File: config.mk
export PLATFORM = sky130hd
export DESIGN_NAME = rcc_top
export DESIGN_NICKNAME = d
export VERILOG_FILES = /design/src/hw/rcc_pkg.sv /design/src/hw/rcc_pulse_skip.sv /design/src/hw/rcc_top.sv
export SDC_FILE = /design/constraint.sdc
export NUM_CORES = 1
export LEC_CHECK = 0
export BUFFER_PORTS_ARGS = -buffer_cell sky130_fd_sc_hd__buf_2
export CAP_MARGIN = 20
export CELL_PAD_IN_SITES_DETAIL_PLACEMENT = 0
export CELL_PAD_IN_SITES_GLOBAL_PLACEMENT = 1
export CORE_AREA = 2 2 63 65
export CTS_CLUSTER_DIAMETER = 60
export DETAILED_ROUTE_END_ITERATION = 8
export DIE_AREA = 0 0 65 67
export GPL_TIMING_DRIVEN = 1
export HOLD_SLACK_MARGIN = 0.03
export PLACE_DENSITY = 0.92
export RECOVER_POWER = 25
export SYNTH_ARGS = -nofsm -noshare
export SYNTH_HDL_FRONTEND = slang
export SYNTH_SLANG_ARGS = --single-unit
File: constraint.sdc
create_clock -name clk -period 3.5 [get_ports clk]
set_clock_uncertainty 0.2 [all_clocks]
set_input_delay 0.35 -clock clk [delete_from_list [all_inputs] [get_ports clk]]
set_output_delay 0.35 -clock clk [all_outputs]
set_load 0.05 [all_outputs]
File: src/hw/rcc_pkg.sv
package rcc_pkg;
	// Register location on the special-function bus
	localparam logic [7:0] CTRL_ADDR = 8'h97;
	localparam logic [3:0] CTRL_PAGE = 4'h0;
	localparam logic [7:0] CTRL_RESET = 8'h03;
	// Field positions
	localparam int SRC_SEL_BIT = 7;
	localparam int DIV_HI = 6;
	localparam int DIV_LO = 5;
	localparam int SAR_INV_BIT = 4;
	localparam int DIV_IN_INV_BIT = 3;
	localparam int SYNC_EN_BIT = 2;
	localparam int MINPW_HI = 1;
	localparam int MINPW_LO = 0;
	// Divide select codes and ratios
	localparam logic [1:0] DIV_CODE_4 = 2'h2;
	localparam logic [1:0] DIV_CODE_8 = 2'h3;
	localparam logic [3:0] DIV_RATIO_1 = 4'h1;
	localparam logic [3:0] DIV_RATIO_4 = 4'h4;
	localparam logic [3:0] DIV_RATIO_8 = 4'h8;
	// Minimum pulse width codes and widths in ns
	localparam logic [1:0] MINPW_OFF = 2'h0;
	localparam logic [1:0] MINPW_CODE_10 = 2'h1;
	localparam logic [1:0] MINPW_CODE_20 = 2'h2;
	localparam logic [7:0] MINPW_10_NS = 8'h0a;
	localparam logic [7:0] MINPW_20_NS = 8'h14;
	localparam logic [7:0] MINPW_40_NS = 8'h28;
	localparam logic [7:0] MINPW_NONE_NS = 8'h00;
endpackage

File: src/hw/rcc_pulse_skip.sv
module rcc_pulse_skip #(
	parameter int REQ_W = 8
) (
	input wire logic clk,
	input wire logic rst,
	input wire logic tick,
	input wire logic [1:0] min_sel,
	input wire logic [REQ_W-1:0] request_ns,
	output logic fire_q,
	output logic skip_q
);
	initial begin
		if (REQ_W < 8) begin
			$error("rcc_pulse_skip: request width must hold 40 ns");
		end
	end

	function automatic logic [7:0] min_width_ns(input logic [1:0] code);
		case (code)
			rcc_pkg::MINPW_OFF: min_width_ns = rcc_pkg::MINPW_NONE_NS;
			rcc_pkg::MINPW_CODE_10: min_width_ns = rcc_pkg::MINPW_10_NS;
			rcc_pkg::MINPW_CODE_20: min_width_ns = rcc_pkg::MINPW_20_NS;
			default: min_width_ns = rcc_pkg::MINPW_40_NS;
		endcase
	endfunction

	wire logic detect_on = (min_sel != rcc_pkg::MINPW_OFF);
	wire logic too_narrow = detect_on && (request_ns < REQ_W'(min_width_ns(min_sel)));
	wire logic fire_d = tick && !too_narrow;
	wire logic skip_d = tick && too_narrow;

	always_ff @(posedge clk) begin
		if (rst) begin
			fire_q <= 1'b0;
			skip_q <= 1'b0;
		end else begin
			fire_q <= fire_d;
			skip_q <= skip_d;
		end
	end

	a_no_skip_off: assert property (@(posedge clk) disable iff (rst)
		tick && min_sel == rcc_pkg::MINPW_OFF |=> fire_q && !skip_q)
		else $error("pulse skipped while detection disabled");
	a_skip_narrow: assert property (@(posedge clk) disable iff (rst)
		tick && min_sel != rcc_pkg::MINPW_OFF
		&& request_ns < REQ_W'(min_width_ns(min_sel)) |=> skip_q && !fire_q)
		else $error("narrow pulse was not skipped whole");
	a_width_table: assert property (@(posedge clk) disable iff (rst)
		tick && min_sel == rcc_pkg::MINPW_CODE_20 && request_ns == REQ_W'(8'h13)
		##0 1'b1 |=> skip_q)
		else $error("20 ns minimum not applied");
endmodule

File: src/hw/rcc_top.sv
// Behaviour
// - Bit 7 picks oscillator or system clock
// - Divide field: one, one, four, eight
// - Divide field ignored on local oscillator
// - Bit 3 inverts divider input clock
// - Sync on: SAR clock inverted when bit4 zero
// - SAR invert bit ignored without sync
// - Sync aligns tracking and SAR to cycle
// - Width code zero disables pulse skipping
// - Width codes give 10, 20, 40 ns
// - Register at 0x97 page 0, resets 0x03
// - Too narrow pulse is skipped entirely
module rcc_top #(
	parameter int REQ_W = 8
) (
	input wire logic clk,
	input wire logic rst,
	input wire logic [3:0] sfr_page,
	input wire logic [7:0] sfr_addr,
	input wire logic sfr_wr,
	input wire logic sfr_rd,
	input wire logic [7:0] sfr_wdata,
	output logic [7:0] sfr_rdata_q,
	input wire logic osc_in,
	input wire logic [REQ_W-1:0] pw_request_ns,
	output logic reg_clk_q,
	output logic reg_tick_q,
	output logic div_in_invert_q,
	output logic pulse_fire_q,
	output logic pulse_skip_q,
	output logic adc_sync_q,
	output logic adc_track_q,
	output logic sar_clk_q
);
	initial begin
		if (REQ_W < 8 || REQ_W > 16) begin
			$error("rcc_top: request width out of range");
		end
	end

	function automatic logic [3:0] div_ratio(input logic [1:0] code);
		case (code)
			rcc_pkg::DIV_CODE_4: div_ratio = rcc_pkg::DIV_RATIO_4;
			rcc_pkg::DIV_CODE_8: div_ratio = rcc_pkg::DIV_RATIO_8;
			default: div_ratio = rcc_pkg::DIV_RATIO_1;
		endcase
	endfunction

	logic [7:0] ctrl_q;
	logic [7:0] ctrl_d;
	logic act_sel_q;
	logic [1:0] act_div_q;
	logic [3:0] cnt_q;
	logic [3:0] cnt_d;
	logic osc_prev_q;

	// Register decode
	wire logic ctrl_hit = (sfr_page == rcc_pkg::CTRL_PAGE) && (sfr_addr == rcc_pkg::CTRL_ADDR);
	wire logic ctrl_write = sfr_wr && ctrl_hit;
	wire logic ctrl_read = sfr_rd && ctrl_hit;
	wire logic [7:0] rdata_d = ctrl_read ? ctrl_q : 8'h00;

	// Register fields
	wire logic sel_sys = ctrl_q[rcc_pkg::SRC_SEL_BIT];
	wire logic [1:0] div_code = ctrl_q[rcc_pkg::DIV_HI:rcc_pkg::DIV_LO];
	wire logic sar_inv_bit = ctrl_q[rcc_pkg::SAR_INV_BIT];
	wire logic div_in_inv = ctrl_q[rcc_pkg::DIV_IN_INV_BIT];
	wire logic sync_en = ctrl_q[rcc_pkg::SYNC_EN_BIT];
	wire logic [1:0] minpw_code = ctrl_q[rcc_pkg::MINPW_HI:rcc_pkg::MINPW_LO];

	// Regulator period boundaries
	wire logic [3:0] act_lim = act_sel_q ? div_ratio(act_div_q) : rcc_pkg::DIV_RATIO_1;
	wire logic [3:0] new_lim = sel_sys ? div_ratio(div_code) : rcc_pkg::DIV_RATIO_1;
	wire logic osc_rise = osc_in && !osc_prev_q;
	wire logic sys_tick = act_sel_q && (cnt_q == 4'h0);
	wire logic tick_now = act_sel_q ? sys_tick : osc_rise;
	wire logic sys_high = (act_lim == rcc_pkg::DIV_RATIO_1) || (cnt_q < (act_lim >> 1));
	wire logic reg_clk_d = act_sel_q ? sys_high : osc_in;
	wire logic quiet_d = !reg_clk_d;
	wire logic sar_clk_d = sync_en && (sar_inv_bit ? reg_clk_d : !reg_clk_d);
	wire logic track_d = sync_en && quiet_d;

	always_comb begin
		ctrl_d = ctrl_q;
		if (ctrl_write) begin
			ctrl_d = sfr_wdata;
		end
	end

	always_comb begin
		cnt_d = 4'h0;
		if (tick_now) begin
			cnt_d = (new_lim == rcc_pkg::DIV_RATIO_1) ? 4'h0 : 4'h1;
		end else if (act_sel_q && cnt_q != act_lim - 4'h1) begin
			cnt_d = cnt_q + 4'h1;
		end
	end

	always_ff @(posedge clk) begin
		if (rst) begin
			ctrl_q <= rcc_pkg::CTRL_RESET;
			sfr_rdata_q <= 8'h00;
			osc_prev_q <= 1'b1;
		end else begin
			ctrl_q <= ctrl_d;
			sfr_rdata_q <= rdata_d;
			osc_prev_q <= osc_in;
		end
	end

	// New source, ratio and input inversion take effect only at a period boundary
	always_ff @(posedge clk) begin
		if (rst) begin
			act_sel_q <= 1'b0;
			act_div_q <= 2'h0;
			div_in_invert_q <= 1'b0;
			cnt_q <= 4'h0;
		end else begin
			cnt_q <= cnt_d;
			if (tick_now) begin
				act_sel_q <= sel_sys;
				act_div_q <= div_code;
				div_in_invert_q <= div_in_inv;
			end
		end
	end

	always_ff @(posedge clk) begin
		if (rst) begin
			reg_clk_q <= 1'b0;
			reg_tick_q <= 1'b0;
			adc_sync_q <= 1'b0;
			adc_track_q <= 1'b0;
			sar_clk_q <= 1'b0;
		end else begin
			reg_clk_q <= reg_clk_d;
			reg_tick_q <= tick_now;
			adc_sync_q <= sync_en;
			adc_track_q <= track_d;
			sar_clk_q <= sar_clk_d;
		end
	end

	rcc_pulse_skip #(.REQ_W(REQ_W)) u_skip (
		.clk(clk),
		.rst(rst),
		.tick(tick_now),
		.min_sel(minpw_code),
		.request_ns(pw_request_ns),
		.fire_q(pulse_fire_q),
		.skip_q(pulse_skip_q)
	);

	a_reset_value: assert property (@(posedge clk)
		rst |=> ctrl_q == rcc_pkg::CTRL_RESET && sfr_rdata_q == 8'h00)
		else $error("control register reset value wrong");
	a_read_back: assert property (@(posedge clk) disable iff (rst)
		ctrl_write ##1 (sfr_rd && ctrl_hit && !sfr_wr) |=> sfr_rdata_q == $past(sfr_wdata, 2))
		else $error("register read does not return written value");
	a_osc_source: assert property (@(posedge clk) disable iff (rst)
		!act_sel_q && !osc_rise |=> !reg_tick_q)
		else $error("regulator tick without oscillator edge");
	a_div8_period: assert property (@(posedge clk) disable iff (rst)
		tick_now && sel_sys && div_code == rcc_pkg::DIV_CODE_8
		|=> !tick_now [*7] ##1 tick_now)
		else $error("divide by eight period wrong");
	a_div4_period: assert property (@(posedge clk) disable iff (rst)
		tick_now && sel_sys && div_code == rcc_pkg::DIV_CODE_4
		|=> !tick_now [*3] ##1 tick_now)
		else $error("divide by four period wrong");
	a_glitch_free: assert property (@(posedge clk) disable iff (rst)
		!tick_now |=> $stable(act_sel_q) && $stable(act_div_q))
		else $error("clock selection changed inside a period");
	a_sar_polarity: assert property (@(posedge clk) disable iff (rst)
		sync_en && !sar_inv_bit |=> sar_clk_q == !reg_clk_q)
		else $error("SAR clock not inverted in sync mode");
	a_sync_off: assert property (@(posedge clk) disable iff (rst)
		!sync_en |=> !sar_clk_q && !adc_track_q)
		else $error("ADC sync outputs active with sync off");
	a_track_quiet: assert property (@(posedge clk) disable iff (rst)
		adc_track_q |-> !reg_clk_q && adc_sync_q)
		else $error("tracking outside quiet interval");
	a_div1_period: assert property (@(posedge clk) disable iff (rst)
		tick_now && sel_sys && new_lim == rcc_pkg::DIV_RATIO_1 |=> tick_now)
		else $error("divide by one period wrong");
	a_div4_clock: assert property (@(posedge clk) disable iff (rst)
		tick_now && sel_sys && div_code == rcc_pkg::DIV_CODE_4
		|=> reg_clk_q ##1 reg_clk_q ##1 !reg_clk_q ##1 !reg_clk_q)
		else $error("divide by four clock shape wrong");
	a_osc_ticks: assert property (@(posedge clk) disable iff (rst)
		tick_now && !sel_sys |=> tick_now == osc_rise)
		else $error("oscillator period disturbed by divide field");
	a_write_lands: assert property (@(posedge clk) disable iff (rst)
		ctrl_write |=> ctrl_q == $past(sfr_wdata))
		else $error("register write not applied");
	a_other_write: assert property (@(posedge clk) disable iff (rst)
		sfr_wr && !ctrl_hit |=> $stable(ctrl_q))
		else $error("write to other location changed register");
	a_read_idle: assert property (@(posedge clk) disable iff (rst)
		!ctrl_read |=> sfr_rdata_q == 8'h00)
		else $error("read data not cleared");
	a_invert_take: assert property (@(posedge clk) disable iff (rst)
		tick_now |=> div_in_invert_q == $past(div_in_inv))
		else $error("divider input invert not applied at period start");
	a_invert_hold: assert property (@(posedge clk) disable iff (rst)
		!tick_now |=> $stable(div_in_invert_q))
		else $error("divider input invert changed inside a period");
	a_sar_plain: assert property (@(posedge clk) disable iff (rst)
		sync_en && sar_inv_bit |=> sar_clk_q == reg_clk_q)
		else $error("SAR clock inverted although invert bit set");
	a_sync_level: assert property (@(posedge clk) disable iff (rst)
		1'b1 |=> adc_sync_q == $past(sync_en))
		else $error("sync enable not passed to converter");
	a_track_low: assert property (@(posedge clk) disable iff (rst)
		sync_en && !reg_clk_d |=> adc_track_q)
		else $error("tracking missing in quiet interval");
	a_one_outcome: assert property (@(posedge clk) disable iff (rst)
		reg_tick_q |-> pulse_fire_q != pulse_skip_q)
		else $error("period without exactly one fire or skip");
	a_no_stray_pulse: assert property (@(posedge clk) disable iff (rst)
		!reg_tick_q |-> !pulse_fire_q && !pulse_skip_q)
		else $error("fire or skip outside a period start");
endmodule

# ---- After elaboration in Yosys (flattened, before gate mapping)
# Cells that the tools add are included.
dict set report classes {
  addsub 2
  mul 0
  n_div 0
  n_lt_le_gt_ge 2
  eq_ne 10
  n_shift 0
  mux 11
  bitwise 1
  reduce_logical 20
}
# cell count
set ops {}
lappend ops {{$pmux 6 s3} 1}
lappend ops {{$mux 4} 4}
lappend ops {{$pmux 4 s2} 2}
lappend ops {{$logic_and 1x1->1} 11}
lappend ops {{$eq 2x2->1 const B} 5}
lappend ops {{$eq 4x1->1 const B} 2}
lappend ops {{$eq 8x8->1 const B} 1}
lappend ops {{$logic_not 4->1} 2}
lappend ops {{$lt 8x6->1} 1}
lappend ops {{$add 4x1->4 const B} 1}
lappend ops {{$lt 4x3->1} 1}
lappend ops {{$mux 1} 4}
lappend ops {{$ne 4x4->1} 1}
lappend ops {{$sub 4x1->4 const B} 1}
lappend ops {{$logic_not 1->1} 3}
lappend ops {{$eq 2x1->1 const B} 1}
lappend ops {{$logic_not 2->1} 1}
lappend ops {{$reduce_bool 2->1} 1}
lappend ops {{$reduce_or 2->1} 1}
lappend ops {{$logic_or 1x1->1} 1}
lappend ops {{$not 1->1} 1}
dict set report word_totals {
  ff_bits 32
  latchBits 0
  mem_bits_rw 0
  rom_bits 0
  inputBits 33
  out_inout_bits 16
  wordCells 60
  mem_count 0
}

# ---- Longest topological paths before layout
dict set report depth {
  depth_word 9
  ltp_mapped 8
  ltp_nobuf 7
}

# ---- Cells and area by module
# Synthesis repeated with hierarchy kept, for this count alone.
dict set report unflattened {
  hier_cells 135
  area_unflattened_um2 1380.1
}
# module instances cells_per_inst area_each_um2 seq_area_each_um2
set by_module_without_submodules {}
lappend by_module_without_submodules {rcc_top 1 117 1213.7 600.6}
lappend by_module_without_submodules {rcc_pulse_skip 1 18 166.4 40.0}

# ---- Worst setup path before layout
# Ideal clock, no wire load.
dict set report synth_timing {
  path_kind {reg2reg}
  start {register act_sel_q}
  end {register cnt_q[0]}
  setup_ps 129
  arrival_time_ps 1660
  required_ps 3171
  setup_slack_ps 1512
  path_stages_with_launch 8
  path_buffers 1
  period_less_slack_ps 1988
  path_cell_list {dfxtp_1 > buf_6 > nand2_1 > or2_2 > ha_1 > xnor2_1 > nor4_2 > o41ai_1}
}
dict set report synth_between {
  elab_chain_len 6
  elab_cells_between_ends 8
}
# element line_no
set synth_lines {}
lappend synth_lines {{start: declaration} rcc_top.sv:51} ;# logic act_sel_q;
lappend synth_lines {{start signal: assignment} rcc_top.sv:121} ;# act_sel_q <= sel_sys;
lappend synth_lines {{$mux 4} rcc_top.sv:72} ;# wire logic [3:0] act_lim = act_sel_q ? div_ratio(act_div_q) : rcc_pkg::DIV_RATIO_1;
lappend synth_lines {{$sub 4x1->4} rcc_top.sv:94} ;# end else if (act_sel_q && cnt_q != act_lim - 4'h1) begin
lappend synth_lines {{$ne 4x4->1} rcc_top.sv:94}
lappend synth_lines {{$logic_and 1x1->1} rcc_top.sv:94}
lappend synth_lines {{$mux 4} rcc_top.sv:94}
lappend synth_lines {{$mux 4 (*)} rcc_top.sv:92} ;# if (tick_now) begin
lappend synth_lines {{end signal: assignment} rcc_top.sv:119} ;# cnt_q <= cnt_d;
lappend synth_lines {{end: declaration} rcc_top.sv:53} ;# logic [3:0] cnt_q;
# Mark *: on every way between the ends. The rest lies on a longest branch, timed or not.
# A chain may end at the register's enable or synchronous reset.

# ---- Final worst setup path
# Same ends and word-level chain as after synthesis.

==> out/qor.csv <==
stage,metric,value,unit
clock_network,worst-skew pair later-pin latency,0.29,ns
worst_setup_path,Buf/Inv on CP,0,
worst_setup_path,worst endpoint required time,3.46,ns
worst_setup_path,Crit Path Class,reg2reg,
run,MaxCap Viol Count,0,
finish,cell area after layout,1773,sq um
floorplanning,Rows,22,
drt,routed wire length,2.542,mm
logic_synthesis,syn_nets,177,
finish,proportion of layout cells with a drive suffix above 1,29.79,%
power,Worst IR Drop VDD,0.2064,mV
worst_setup_path,Critical Path Stages,6,
clock_network,setup bufs post-CTS,0,
sta,post-layout min period,2.239,ns
logic_synthesis,synthesized flop and latch total,32,
drt,DRC,0,
global_routing,gr usage total,13.18,%
drt,vias post-DR,1085,
finish,area of the multi-input gates,705.7,sq um
clock_network,H-tree levels,2,
sta,final cycle utilization of the critical path,63.96,%
logic_synthesis,sequential area share after synthesis,46.29,%
drt,Pre-antenna DRT Iters,4,
clock_network,clock transition at the registers of the reported paths,0.06,ns
logic_synthesis,"Distinct cells, synth",40,
drt,initial drt markers,48,
sta,Least-Margin Pin Slew,0.8774,ns
min_path,Hold Path Depth,2,
clock_network,number of CTS-inserted buffers,5,
place,GP Congestion,0.7944,
worst_setup_path,CP Data Arrival Time,2.20,ns
place,post-DP HPWL,1.925,mm
clock_network,Clock Sinks,32,
floorplanning,Die H,67,um
global_routing,vias in the first global route,967,
worst_setup_path,RR Endpoint,cnt_q[0],
sta,worst rel slew slack,41.51,%
global_routing,first-pass GRT wire length,4.181,mm
clock_network,clk root buf,clkbuf_8,
finish,NumNets Final,228,
worst_setup_path,Crit path max-delay family,simple AND/OR/NAND/NOR gates,
drt,via-per-instance ratio,4.597,
sta,final setup violating endpoints,0,
logic_synthesis,Post-synth top flop,dfxtp_1,
logic_synthesis,Post-Synthesis Cells,136,
clock_network,post_cts resized,0,
finish,Syn-to-layout area delta,28.12,%
worst_setup_path,Reg2Reg Setup Slack,1.26,ns
clock_network,Longest Clk Path Bufs,2,
finish,"non-filler cells, final",236,
floorplanning,die width,65,um
logic_synthesis,Syn. warnings,0,
global_routing,largest net degree at the start of global routing,22,
sta,max-slew violation count,0,
power,pwr dens,445.1,nW/um^2
worst_setup_path,CP Launch Point,act_sel_q,
global_routing,gr ovfl total,0,
logic_synthesis,syn avg cell area,10.18,sq um
worst_setup_path,CP Capture Type,flip-flop,
clock_network,"Hold-fix buffers, CTS",0,
power,Tot Pwr,0.7891,mW
floorplanning,die area,4355,sq um
logic_synthesis,Synth Cell Area,1384,sq um
finish,Final Core Density,49.17,%
min_path,Hold Crit Class,in2reg,
worst_setup_path,R2R Path Start,act_sel_q,
sta,TNS Setup,0,ns
status,status,completed,
finish,Inserted Diodes,0,
power,leakage,0.8129,nW
logic_synthesis,asr flop ratio synth,0,%
floorplanning,Initial Util,38.38,%
finish,Fill cells,350,
place,dpl cell area,1660,sq um
worst_setup_path,slowest CP cell,dfxtp_1,
worst_setup_path,Reg2Reg Depth,6,
place,number of port buffers,47,
global_routing,initial antenna violation count,0,
finish,sequential cell area,640.6,sq um
logic_synthesis,number of flops mapped to enable cells by yosys,0,
worst_setup_path,CP Launch Type,flip-flop,
drt,Post-DRT Antenna Nets,0,
place,placed insts,228,
drt,WL/cell,10.77,um
floorplanning,# IOs,49,
sta,fmax,446.7,MHz
worst_setup_path,worst-path cell chain,nand2_1 > or2_2 > ha_1 > xnor2_1 > nor4_2 > o41ai_1,
worst_setup_path,crit-path max FO,9,
floorplanning,core area,3606,sq um
worst_setup_path,Slowest Stage Delay on Critical Path,0.49,ns
sta,Fin. Hold Viols,0,
worst_setup_path,Worst Setup EP,cnt_q[0],
sta,RSZ-0062 raised after global routing,false,
clock_network,TritonCTS clock tree,built,
per-stage QoR:
stage	hold slack, ns	setup slack, ns
CTS	0.07848	1.243
global route	0.09751	1.092
detailed placement	0.2591	1.270
floorplan	0.2444	1.512
finish	0.07849	1.261
global placement	0.2475	1.285
cell usage after synthesis, types with 2 or more instances:
master / n / share of area (%)
dfxtp_1: 32 / 46
nor2_1: 12 / 3.3
and2_1: 10 / 4.5
nand2_1: 9 / 2.4
ha_1: 8 / 7.2
a21oi_1: 7 / 2.5
mux2i_1: 6 / 4.3
inv_1: 5 / 1.4
nor4_1: 4 / 1.8
nand3_1: 3 / 1.1
xnor2_1: 3 / 1.9
xor2_1: 3 / 1.9
clkbuf_1: 2 / 0.54
nand2b_1: 2 / 0.90
nor3_1: 2 / 0.72
o21ai_0: 2 / 0.72
or2_2: 2 / 0.90
or2b_1: 2 / 1.1
registers in the layout (all words and copies together) (netlist names):
register,cells
sfr_rdata_q,8
act_sel_q,1
act_div_q,2
adc_sync_q,1
sar_clk_q,1
reg_tick_q,1
reg_clk_q,1
osc_prev_q,1
div_in_invert_q,1
u_skip.skip_q,1
cnt_q,4
adc_track_q,1
u_skip.fire_q,1
ctrl_q,8
worst min path at each step:
stage                                from              end  slack (ns)
after floorplan                 ctrl_q[2]   sfr_rdata_q[2]        0.24
after global placement    div_in_invert_q  div_in_invert_q        0.25
after detailed placement  div_in_invert_q  div_in_invert_q        0.26
after CTS                          osc_in       osc_prev_q        0.08
after global routing               osc_in       osc_prev_q         0.1
final                              osc_in       osc_prev_q        0.08
worst reg2reg max path: cells and delay by family, from the launching register on:
kind,cells,cell delay (ns)
AO/OA/AOI/OAI,1,0.12
XOR/XNOR,1,0.14
flip-flops,1,0.49
adder cells (fa/ha/maj),1,0.29
AND/OR/NAND/NOR,3,0.88
placed cells by master, fill, tap and decap left out, types with 2 or more instances in the layout:
cell type	instances
ha_1	8
nand2_1	9
inv_1	5
nand3_1	3
o21ai_0	2
xnor2_1	3
nand2b_1	2
or2b_1	2
nor2_1	12
mux2i_1	6
clkbuf_8	7
a21oi_1	7
clkbuf_1	11
xor2_1	3
nor3_1	2
or2_2	2
buf_2	36
and2_1	10
dfxtp_1	32
nor4_1	4
power breakdown:
| group | internal (mW) | leakage (nW) | switching, mW |
|---|---|---|---|
| Combinational | 0.0195 | 0.490 | 0.0215 |
| Sequential | 0.366 | 0.258 | 0.000817 |
| Clock | 0.251 | 0.0645 | 0.130 |
| Total | 0.637 | 0.813 | 0.153 |
area by class of cell:
| class | instances | area share [%] |
|---|---|---|
| Clock inverter | 1 | 1.694 |
| Inverter | 5 | 1.059 |
| Multi-Input combinational cell | 96 | 39.80 |
| Tap cell | 48 | 3.387 |
| Clock buffer | 7 | 5.434 |
| Timing Repair Buffer | 47 | 12.49 |
| Sequential cell | 32 | 36.13 |
cell families (layout without fill, tap and decap cells):
kind of cell	after synthesis	count (layout)	share of synthesized area, %
buffers and inverters	8	60	2.713
AO/OA/AOI/OAI	17	17	9.222
AND/OR/NAND/NOR	59	59	26.40
flip-flops	32	32	46.29
adder cells (fa/ha/maj)	8	8	7.234
multiplexers	6	6	4.340
XOR/XNOR	6	6	3.798
routing by layer:
metal	vias up	global-route usage, %	wire (um)	part of all wire (%)
met1	470	13.62	1114	44
met5	-	0	0	0
met2	42	23.20	1144	45
met4	0	3.989	31	1.2
li1	570	-	-	-
met3	3	6.757	252	9.9
No activity file was read; power rests on OpenSTA's default activity.
